--- src/hdl/cmc_pkg.sv ---
// constants, types and register map for the comparator control logic
// assumes a 32-bit ahb-lite slave and one 100 MHz clock domain
package cmc_pkg;
	localparam logic [7:0] CMC_OFS_CTRL0 = 8'h00;
	localparam logic [7:0] CMC_OFS_CTRL1 = 8'h04;
	localparam logic [7:0] CMC_OFS_OUT = 8'h08;
	localparam logic [7:0] CMC_OFS_IRQ = 8'h0C;
	localparam logic [7:0] CMC_OFS_PORT = 8'h10;
	localparam int CMC_EN_BIT = 7;
	localparam int CMC_OUT_BIT = 6;
	localparam int CMC_POL_BIT = 4;
	localparam int CMC_SP_BIT = 2;
	localparam int CMC_HYS_BIT = 1;
	localparam int CMC_SYNC_BIT = 0;
	localparam int CMC_RISE_BIT = 7;
	localparam int CMC_FALL_BIT = 6;
	localparam int CMC_IRQ_FLAG_BIT = 0;
	localparam int CMC_IRQ_IE_BIT = 1;
	localparam int CMC_IRQ_SD_BIT = 2;
	localparam logic [7:0] CMC_CTRL0_RST = 8'h04;
	localparam logic [7:0] CMC_CTRL0_WMASK = 8'h97;
	localparam logic [7:0] CMC_CTRL1_RST = 8'h00;
	localparam int CMC_PORT_W = 8;
	// timer1 clock source encoding
	localparam logic [1:0] CMC_T1_FOSC4 = 2'h0;
	localparam logic [1:0] CMC_T1_FOSC = 2'h1;
	localparam logic [1:0] CMC_T1_EXT = 2'h2;
	localparam logic [1:0] CMC_T1_LFINT = 2'h3;
	typedef enum logic [1:0] {
		CMC_ADDR = 2'b01,
		CMC_DATA = 2'b10
	} cmc_state_t;
endpackage

--- src/hdl/cmc_out_if.sv ---
// conditioned-output bundle between the top and the edge unit
// assumes one clock domain
`timescale 1ns/1ps
interface cmc_out_if;
	logic level;
	logic rise_en;
	logic fall_en;
	logic clr;
	logic flag;
	modport src (output level, output rise_en, output fall_en, output clr, input flag);
	modport edge_unit (input level, input rise_en, input fall_en, input clr, output flag);
endinterface

--- src/hdl/cmc_sync2.sv ---
// two-stage synchroniser for one asynchronous bit
// assumes the input may change at any time
`timescale 1ns/1ps
module cmc_sync2 (
	input wire logic clk,
	input wire logic sys_rst,
	input wire logic d_async,
	output logic q
);
	import cmc_pkg::*;
	logic meta_reg;
	always_ff @(posedge clk) begin
		if (sys_rst) begin
			meta_reg <= 1'b0;
			q <= 1'b0;
		end else begin
			meta_reg <= d_async;
			q <= meta_reg;
		end
	end
endmodule

--- src/hdl/cmc_edge.sv ---
// edge detector and sticky interrupt flag
// assumes the level is already synchronous to clk
`timescale 1ns/1ps
module cmc_edge (
	input wire logic clk,
	input wire logic sys_rst,
	cmc_out_if.edge_unit p
);
	import cmc_pkg::*;
	logic prev_reg;
	logic hit;
	assign hit = (p.level & ~prev_reg & p.rise_en) | (~p.level & prev_reg & p.fall_en);
	always_ff @(posedge clk) begin
		if (sys_rst) begin
			prev_reg <= 1'b0;
		end else begin
			prev_reg <= p.level;
		end
	end
	// set beats a simultaneous clear so no edge is lost
	always_ff @(posedge clk) begin
		if (sys_rst) begin
			p.flag <= 1'b0;
		end else if (hit) begin
			p.flag <= 1'b1;
		end else if (p.clr) begin
			p.flag <= 1'b0;
		end
	end
endmodule

--- src/hdl/cmc_top.sv ---
// comparator control logic with ahb-lite register slave
// assumes raw comparison is asynchronous and t1_clk_fall is a one-cycle strobe in clk domain
`timescale 1ns/1ps
module cmc_top (
	input wire logic clk,
	input wire logic sys_rst,
	input wire logic hsel,
	input wire logic [31:0] haddr,
	input wire logic [1:0] htrans,
	input wire logic hwrite,
	input wire logic [2:0] hsize,
	input wire logic [31:0] hwdata,
	input wire logic hready,
	output logic [31:0] hrdata,
	output logic hreadyout,
	output logic hresp,
	input wire logic raw_compare,
	input wire logic [1:0] t1_clk_source,
	input wire logic t1_clk_fall,
	input wire logic sleep_mode,
	input wire logic [cmc_pkg::CMC_PORT_W-1:0] port_pins,
	input wire logic [cmc_pkg::CMC_PORT_W-1:0] analog_pin_select,
	output logic comparator_enable,
	output logic hysteresis_enable,
	output logic speed_power_select,
	output logic [2:0] neg_input_select,
	output logic [2:0] pos_input_select,
	output logic cmp_out,
	output logic waveform_shutdown,
	output logic comparator_irq_flag,
	output logic wake_request
);
	import cmc_pkg::*;

	////////////////////////////////////////////////////////////////////////////////
	logic [7:0] ctrl0_reg;
	logic [7:0] ctrl1_reg;
	logic irq_en_reg;
	logic sd_en_reg;
	logic sync_out_reg;
	logic raw_sync;
	logic pol_level;
	logic cond_level;
	logic t1_stops;
	logic wr_pend_reg;
	logic [7:0] wr_addr_reg;
	logic rd_ctrl0;
	cmc_state_t state_reg;
	cmc_out_if oif();

	function automatic logic addr_hit(input logic [7:0] a, input logic [7:0] ofs);
		addr_hit = (a == ofs);
	endfunction

	////////////////////////////////////////////////////////////////////////////////
	cmc_sync2 u_sync (
		.clk(clk),
		.sys_rst(sys_rst),
		.d_async(raw_compare),
		.q(raw_sync)
	);

	// disabled comparator output reads low before polarity, so toggling
	// enable or polarity can itself raise an edge
	assign pol_level = (raw_sync & ctrl0_reg[CMC_EN_BIT]) ^ ctrl0_reg[CMC_POL_BIT];
	assign t1_stops = sleep_mode &&
		(t1_clk_source == CMC_T1_FOSC || t1_clk_source == CMC_T1_FOSC4);

	// latch on the timer1 source falling edge, except in sleep with a FOSC or FOSC/4 source
	always_ff @(posedge clk) begin
		if (sys_rst) begin
			sync_out_reg <= 1'b0;
		end else if (t1_clk_fall && !t1_stops) begin
			sync_out_reg <= pol_level;
		end
	end

	assign cond_level = ctrl0_reg[CMC_SYNC_BIT] ? sync_out_reg : pol_level;

	assign oif.level = cond_level;
	assign oif.rise_en = ctrl1_reg[CMC_RISE_BIT];
	assign oif.fall_en = ctrl1_reg[CMC_FALL_BIT];
	assign oif.clr = wr_pend_reg && hready && addr_hit(wr_addr_reg, CMC_OFS_IRQ)
		&& hwdata[CMC_IRQ_FLAG_BIT];

	cmc_edge u_edge (
		.clk(clk),
		.sys_rst(sys_rst),
		.p(oif)
	);

	////////////////////////////////////////////////////////////////////////////////
	// ahb-lite: zero wait states, writes land in the data phase
	always_ff @(posedge clk) begin
		if (sys_rst) begin
			state_reg <= CMC_ADDR;
			wr_pend_reg <= 1'b0;
			wr_addr_reg <= 8'h00;
		end else if (hready) begin
			wr_pend_reg <= hsel && htrans[1] && hwrite;
			wr_addr_reg <= haddr[7:0];
			state_reg <= (hsel && htrans[1]) ? CMC_DATA : CMC_ADDR;
		end
	end

	always_ff @(posedge clk) begin
		if (sys_rst) begin
			ctrl0_reg <= CMC_CTRL0_RST;
			ctrl1_reg <= CMC_CTRL1_RST;
			irq_en_reg <= 1'b0;
			sd_en_reg <= 1'b0;
		end else if (wr_pend_reg && hready && state_reg == CMC_DATA) begin
			if (addr_hit(wr_addr_reg, CMC_OFS_CTRL0)) begin
				ctrl0_reg <= hwdata[7:0] & CMC_CTRL0_WMASK;
			end else if (addr_hit(wr_addr_reg, CMC_OFS_CTRL1)) begin
				ctrl1_reg <= hwdata[7:0];
			end else if (addr_hit(wr_addr_reg, CMC_OFS_IRQ)) begin
				irq_en_reg <= hwdata[CMC_IRQ_IE_BIT];
				sd_en_reg <= hwdata[CMC_IRQ_SD_BIT];
			end
		end
	end

	assign rd_ctrl0 = hsel && htrans[1] && !hwrite && hready;

	always_ff @(posedge clk) begin
		if (sys_rst) begin
			hrdata <= 32'h00000000;
		end else if (hsel && htrans[1] && !hwrite && hready) begin
			if (addr_hit(haddr[7:0], CMC_OFS_CTRL0)) begin
				hrdata <= {24'h000000, ctrl0_reg[7], cond_level, ctrl0_reg[5:0]};
			end else if (addr_hit(haddr[7:0], CMC_OFS_CTRL1)) begin
				hrdata <= {24'h000000, ctrl1_reg};
			end else if (addr_hit(haddr[7:0], CMC_OFS_OUT)) begin
				hrdata <= {31'h00000000, cond_level};
			end else if (addr_hit(haddr[7:0], CMC_OFS_IRQ)) begin
				hrdata <= {29'h00000000, sd_en_reg, irq_en_reg, oif.flag};
			end else if (addr_hit(haddr[7:0], CMC_OFS_PORT)) begin
				hrdata <= {24'h000000, port_pins & ~analog_pin_select};
			end else begin
				hrdata <= 32'h00000000;
			end
		end else if (!rd_ctrl0 && hready) begin
			hrdata <= 32'h00000000;
		end
	end

	always_ff @(posedge clk) begin
		if (sys_rst) begin
			hreadyout <= 1'b0;
			hresp <= 1'b0;
		end else begin
			hreadyout <= 1'b1;
			hresp <= 1'b0;
		end
	end

	////////////////////////////////////////////////////////////////////////////////
	always_ff @(posedge clk) begin
		if (sys_rst) begin
			comparator_enable <= 1'b0;
			hysteresis_enable <= 1'b0;
			speed_power_select <= 1'b1;
			neg_input_select <= 3'h0;
			pos_input_select <= 3'h0;
			cmp_out <= 1'b0;
			waveform_shutdown <= 1'b0;
			comparator_irq_flag <= 1'b0;
			wake_request <= 1'b0;
		end else begin
			comparator_enable <= ctrl0_reg[CMC_EN_BIT];
			hysteresis_enable <= ctrl0_reg[CMC_HYS_BIT];
			speed_power_select <= ctrl0_reg[CMC_SP_BIT];
			neg_input_select <= ctrl1_reg[2:0];
			pos_input_select <= ctrl1_reg[5:3];
			cmp_out <= cond_level;
			waveform_shutdown <= cond_level & sd_en_reg;
			comparator_irq_flag <= oif.flag;
			wake_request <= oif.flag & irq_en_reg;
		end
	end
endmodule

--- config.mk ---
export PLATFORM = sky130hd
export DESIGN_NAME = cmc_top
export DESIGN_NICKNAME = d
export VERILOG_FILES = /design/src/hdl/cmc_pkg.sv /design/src/hdl/cmc_out_if.sv /design/src/hdl/cmc_sync2.sv /design/src/hdl/cmc_edge.sv /design/src/hdl/cmc_top.sv
export SDC_FILE = /design/constraint.sdc
export NUM_CORES = 1
export LEC_CHECK = 0
export BUFFER_PORTS_ARGS = -buffer_cell sky130_fd_sc_hd__buf_2
export CAP_MARGIN = 40
export CORE_AREA = 4 4 77 79
export DETAILED_ROUTE_END_ITERATION = 10
export DIE_AREA = 0 0 81 83
export GPL_ROUTABILITY_DRIVEN = 1
export PLACE_DENSITY = 0.82
export SLEW_MARGIN = 40
export SYNTH_ARGS = -nofsm -noshare
export SYNTH_HDL_FRONTEND = slang
export SYNTH_HIERARCHICAL = 1
export SYNTH_SLANG_ARGS = --single-unit
--- constraint.sdc ---
create_clock -name clk -period 2.92 [get_ports clk]
set_input_delay 0.584 -clock clk [delete_from_list [all_inputs] [get_ports clk]]
set_output_delay 0.584 -clock clk [all_outputs]
set_load 0.01 [all_outputs]
**Yosys cells after proc, flatten, opt, wreduce, memory -nomap -nowiden**

Index checks and enable logic that the tools add are counted.

- Flip-flop bits (word level): 76
- Input bits: 95
- Output and inout port bits: 47
- Logic and storage cells: 80

- Equality and inequality tests: 8
- Mux-type cells: 12
- Bitwise operators: 15
- Reductions and logical operators: 23

Operator list:

| operator | number |
|---|---|
| 32-bit two-way mux | 2 |
| 8-bit two-way mux | 5 |
| 8-bit by 4-bit equality test with 1-bit output, second input constant | 3 |
| 8-bit by 3-bit equality test with 1-bit output, second input constant | 2 |
| 8-bit zero test | 2 |
| 1-bit logical AND | 11 |
| 8-bit bitwise AND | 1 |
| 8-bit by 5-bit equality test with 1-bit output, second input constant | 1 |
| 8-bit inverter | 1 |
| 1-bit bitwise AND | 7 |
| 1-bit two-way mux | 4 |
| 1-bit inverter | 4 |
| 4-bit AND reduction | 1 |
| 2-bit nonzero test | 2 |
| 1-bit zero test | 3 |
| 3-bit AND reduction | 1 |
| 2-bit by 1-bit equality test with 1-bit output, second input constant | 1 |
| 2-bit equality test, second input constant | 1 |
| 2-bit zero test | 1 |
| 2-bit two-way mux | 1 |
| 2-bit AND reduction | 1 |
| 1-bit logical OR | 1 |
| 1-bit OR | 1 |
| 1-bit XOR | 1 |

**Longest topological paths before layout**

- Depth in word-level cells: 8
- Depth in mapped cells: 6

**Modules after synthesis**

The synthesis kept the hierarchy.

Modules (own cells, without submodules):

| module | instances | cells each | area each (um2) |
|---|---|---|---|
| cmc_top | 1 | 239 | 2,218.4 |
| cmc_edge | 1 | 7 | 73.8 |
| cmc_sync2 | 1 | 4 | 52.6 |

**Worst setup path after synthesis**

No wires, ideal clock.

- Kind: in2reg
- From: input haddr[6]
- To: register hrdata[0]
- Library setup time: 0.139 ns
- Arrival time: 1.886 ns
- Slack: 0.896 ns
- Stages: 4
- Cell sequence: or4_4 -> or4b_4 -> o21ai_1 -> a221oi_1

- Longest elaborated chain between the ends: 7
- Elaborated cells on any way between the ends: 11
- Classes of those cells: eq/ne (4); mux (6); reduce/logical (1)

Ends and longest elaborated chain:

| element | line | RTL |
|---|---|---|
| start: declaration | cmc_top.sv:8 | `input wire logic [31:0] haddr,` |
| 8-bit by 5-bit equality test with 1-bit output | cmc_top.sv:52 | `addr_hit = (a == ofs);` |
| 8-bit two-way mux | cmc_top.sv:138 | `end else if (addr_hit(haddr[7:0], CMC_OFS_PORT)) begin` |
| 8-bit two-way mux | cmc_top.sv:136 | `end else if (addr_hit(haddr[7:0], CMC_OFS_IRQ)) begin` |
| 8-bit two-way mux | cmc_top.sv:134 | `end else if (addr_hit(haddr[7:0], CMC_OFS_OUT)) begin` |
| 8-bit two-way mux | cmc_top.sv:132 | `end else if (addr_hit(haddr[7:0], CMC_OFS_CTRL1)) begin` |
| 8-bit two-way mux (*) | cmc_top.sv:130 | `if (addr_hit(haddr[7:0], CMC_OFS_CTRL0)) begin` |
| 32-bit two-way mux (*) | cmc_top.sv:129 | `end else if (hsel && htrans[1] && !hwrite && hready) begin` |
| end signal: assignment | cmc_top.sv:131 | `hrdata <= {24'h000000, ctrl0_reg[7], cond_level, ctrl0_reg[5:0]};` |
| end signal: assignment | cmc_top.sv:133 | `hrdata <= {24'h000000, ctrl1_reg};` |
| end signal: assignment | cmc_top.sv:135 | `hrdata <= {31'h00000000, cond_level};` |
| end: declaration | cmc_top.sv:14 | `output logic [31:0] hrdata,` |

Mark *: on every way between the ends. The rest lies on a longest branch, timed or not.
A chain may end at the register's enable or synchronous reset.

**Final worst setup path**

- From: input hready
- To: register ctrl1_reg[1]

- Longest elaborated chain between the ends: 3

Ends and longest elaborated chain:

| element | line | RTL |
|---|---|---|
| start: declaration | cmc_top.sv:13 | `input wire logic hready,` |
| 1-bit logical AND (2 in series) | cmc_top.sv:112 | `end else if (wr_pend_reg && hready && state_reg == CMC_DATA) begin` |
| 3-bit AND reduction (no source line) | n/a |  |
| end signal: assignment | cmc_top.sv:116 | `ctrl1_reg <= hwdata[7:0];` |
| end: declaration | cmc_top.sv:37 | `logic [7:0] ctrl1_reg;` |

No other way between the ends.

==> results.sh <==
export IMPL_status="completed"
export IMPL_yosysMostFrequentCell="dfxtp_1"
export IMPL_final_layout_size_suffix_gt1_frac=0.258
export IMPL_htreeDepth=2
export IMPL_grt_pass1_wl_um=7670
export IMPL_whs_path_depth=1
export IMPL_setup_violations=0
export IMPL_cts_resized=0
export IMPL_die_w_um=81
export IMPL_critical_path_class="primary input to flip-flop"
export IMPL_rsz0062_at_grt="false"
export IMPL_antennaDiodeCount=0
export IMPL_core_area_um2=5340
export IMPL_antenna_found_initial=0
export IMPL_drt_iter0_markers=90
export IMPL_hold_viol=0
export IMPL_antenna_left=0
export IMPL_io_buffers=63
export IMPL_reg2regPathDepth=4
export IMPL_clkTransAtPathRegs_ns=0.10
export IMPL_yosys_area_top_type="dfxtp_1"
export IMPL_place_gp_congestion=0.776
export IMPL_cts_hold_buf=0
export IMPL_cts_buffers=5
export IMPL_ys_async_sr_fraction=0
export IMPL_cp_start_kind="primary input"
export IMPL_vias=1801
export IMPL_area_growth_syn_to_layout_pct=15.9
export IMPL_finalWirelength_um=4900
export IMPL_clkPwrFrac=0.329
export IMPL_post_cts_buffers=0
export IMPL_grt_total_usage=0.145
export IMPL_hpwl_um=3720
export IMPL_whs_ns=0.448
export IMPL_synth_ff_latch_count=53
export IMPL_fin_crit_ns=1.95
export IMPL_cap_viol_max_count=0
export IMPL_synth_area_per_cell_um2=9.38
export IMPL_ir_worst_vdd_v=0.000302
export IMPL_cts_buffer_depth=2
export IMPL_ys_seq_area_frac=0.453
export IMPL_end_kind="flip-flop"
export IMPL_worst_path_max_delay_cell="nor4b_2"
export IMPL_io_pins=142
export IMPL_die_area_um2=6720
export IMPL_rr_endpoint="ctrl1_reg[1]"
export IMPL_ys_flop_type="dfxtp_1"
export IMPL_synth_area_leaders="dfxtp_1, mux2i_1, buf_4, nor2_1, nor2b_1"
export IMPL_cts_sinks=53
export IMPL_drtPass1Iterations=4
export IMPL_required_ns=3.11
export IMPL_hp_start="u_sync/meta_reg"
export IMPL_crit_fanout=19
export IMPL_whs_endpoint="u_sync/q"
export IMPL_period_share=0.666
export IMPL_grt_overflow=0
export IMPL_synth_edff_count=0
export IMPL_maxSlewViolCount=0
export IMPL_clock_latency_ns=0.30
export IMPL_cp_arrival_ns=2.13
export IMPL_cpLargestDelayFamily="simple AND/OR/NAND/NOR gates"
export IMPL_cp_cell_sequence="buf_2 -> nor4b_2 -> nand4_2 -> mux2i_1 -> nor2_1"
export IMPL_power_leakage_nw=1.28
export IMPL_yosys_warnings=6
export IMPL_row_count=27
export IMPL_viasPerCell=4.71
export IMPL_grt_pass1_vias=1672
export IMPL_switchingPower_w=0.000314
export IMPL_synth_cells=250
export IMPL_comb_power_share=0.087
export IMPL_p_int_w=0.000951
export IMPL_fmax_mhz=514
export IMPL_p_per_area_nw_per_um2=465
export IMPL_die_y_um=83
export IMPL_p_seq_frac=0.584
export IMPL_p_sw_frac=0.248
export IMPL_yosys_area_top_type_share=0.453
export IMPL_synthTopCellsByCount="dfxtp_1, nor2_1, buf_4, mux2i_1, nor2b_1"
export IMPL_initial_core_util=0.439
export IMPL_tns_ns=0
export IMPL_r2r_start="wr_addr_reg[0]"
export IMPL_fin_nets=404
export IMPL_reg2reg_slack_ns=1.20
export IMPL_fillCellCount=501
export IMPL_drc=0
export IMPL_max_stage_delay_ns=0.43
export IMPL_cts_root_buf="clkbuf_8"
export IMPL_hp_class="flip-flop to flip-flop"
export IMPL_clock_skew_ns=0.0120
export IMPL_grt_start_max_net_pins=47
export IMPL_cts_tree="yes"
export IMPL_synth_cell_types=40
export IMPL_wire_per_inst_um=12.8
export IMPL_netlist_area_um2=2340
export IMPL_cp_num_buf_inv=1
power groups by stage:
stage	combinational (W)	clock (W)	sequential, W
after floorplan	0.0000931	0	0.000754
after global placement	0.000108	0	0.000754
after detailed placement	0.000110	0	0.000755
after CTS	0.000110	0.000430	0.000738
after global routing	0.000123	0.000455	0.000740
final	0.000111	0.000416	0.000738
worst max path at each step:
stage,slack [ns],startpoint,to,cells past startpoint
floorplan,0.90,haddr[6],hrdata[0],4
global placement,0.66,haddr[6],hrdata[0],5
detailed placement,0.62,hready,ctrl0_reg[0],5
CTS,0.89,wr_addr_reg[0],ctrl1_reg[1],4
global route,0.81,hready,ctrl1_reg[1],5
finish,0.97,hready,ctrl1_reg[1],5
cell usage in the layout (no fill, tap or decap), types with 2 or more instances in the layout:
cell	count
dfxtp_1	53
a2bb2oi_1	4
clkbuf_8	5
inv_1	6
nor4b_2	2
nor2_1	32
o21ai_1	7
o31ai_1	2
o21ai_0	2
nor2b_1	15
nand3_1	2
mux2i_1	25
nand2_1	10
and2_1	3
a21oi_1	7
o22ai_2	2
or2_2	2
nand4b_1	3
nor3b_1	5
conb_1	25
o22ai_1	2
and4_1	2
nand3b_1	2
nand2b_1	11
buf_2	62
a21boi_0	2
worst reg2reg max path, stage by stage (launching register included):
cell and delay (ns):
dfxtp_1 0.33, nor4b_2 0.45, nand4_2 0.45, mux2i_1 0.31, nor2_1 0.07
final cells by class:
cell class	count	area, µm²	area share
clock buffer	5	68.8	0.0253
sequential	53	1060	0.390
timing repair buffer	63	318	0.117
inverter	6	22.5	0.00829
tap	72	90.1	0.0331
multi-input combinational	180	1130	0.417
clock inverter	3	25.0	0.00921
metrics by stage:
| stage | cells | cell area (µm²) | total power [W] | util | setup WS, ns |
|---|---|---|---|---|---|
| floorplan | 274 | 2430 | 0.000847 | - | 0.896 |
| global placement | 374 | 2620 | 0.000862 | 0.490 | 0.663 |
| detailed placement | 374 | 2620 | 0.000865 | 0.490 | 0.616 |
| CTS | 382 | 2710 | 0.00128 | 0.508 | 0.889 |
| global route | 382 | 2720 | 0.00132 | 0.509 | 0.807 |
| finish | 382 | 2720 | 0.00127 | 0.509 | 0.974 |
logic make-up (layout without fill, tap and decap cells):
group	count (synthesis)	after routing	synth area share
AND/OR/NAND/NOR	98	98	0.242
AO/OA/AOI/OAI	32	32	0.0912
multiplexers	25	25	0.107
buffers and inverters	41	77	0.106
other	1	25	0.00160
flip-flops	53	53	0.453
metal layers:
layer  track usage  up-vias  wire, µm
met5             0        -         0
met4        0.0492        0        61
met3        0.0401        4       363
met2         0.246       64      2490
met1         0.174      815      1980
li1              -      918         -
No activity file was read; power rests on OpenSTA's default activity.
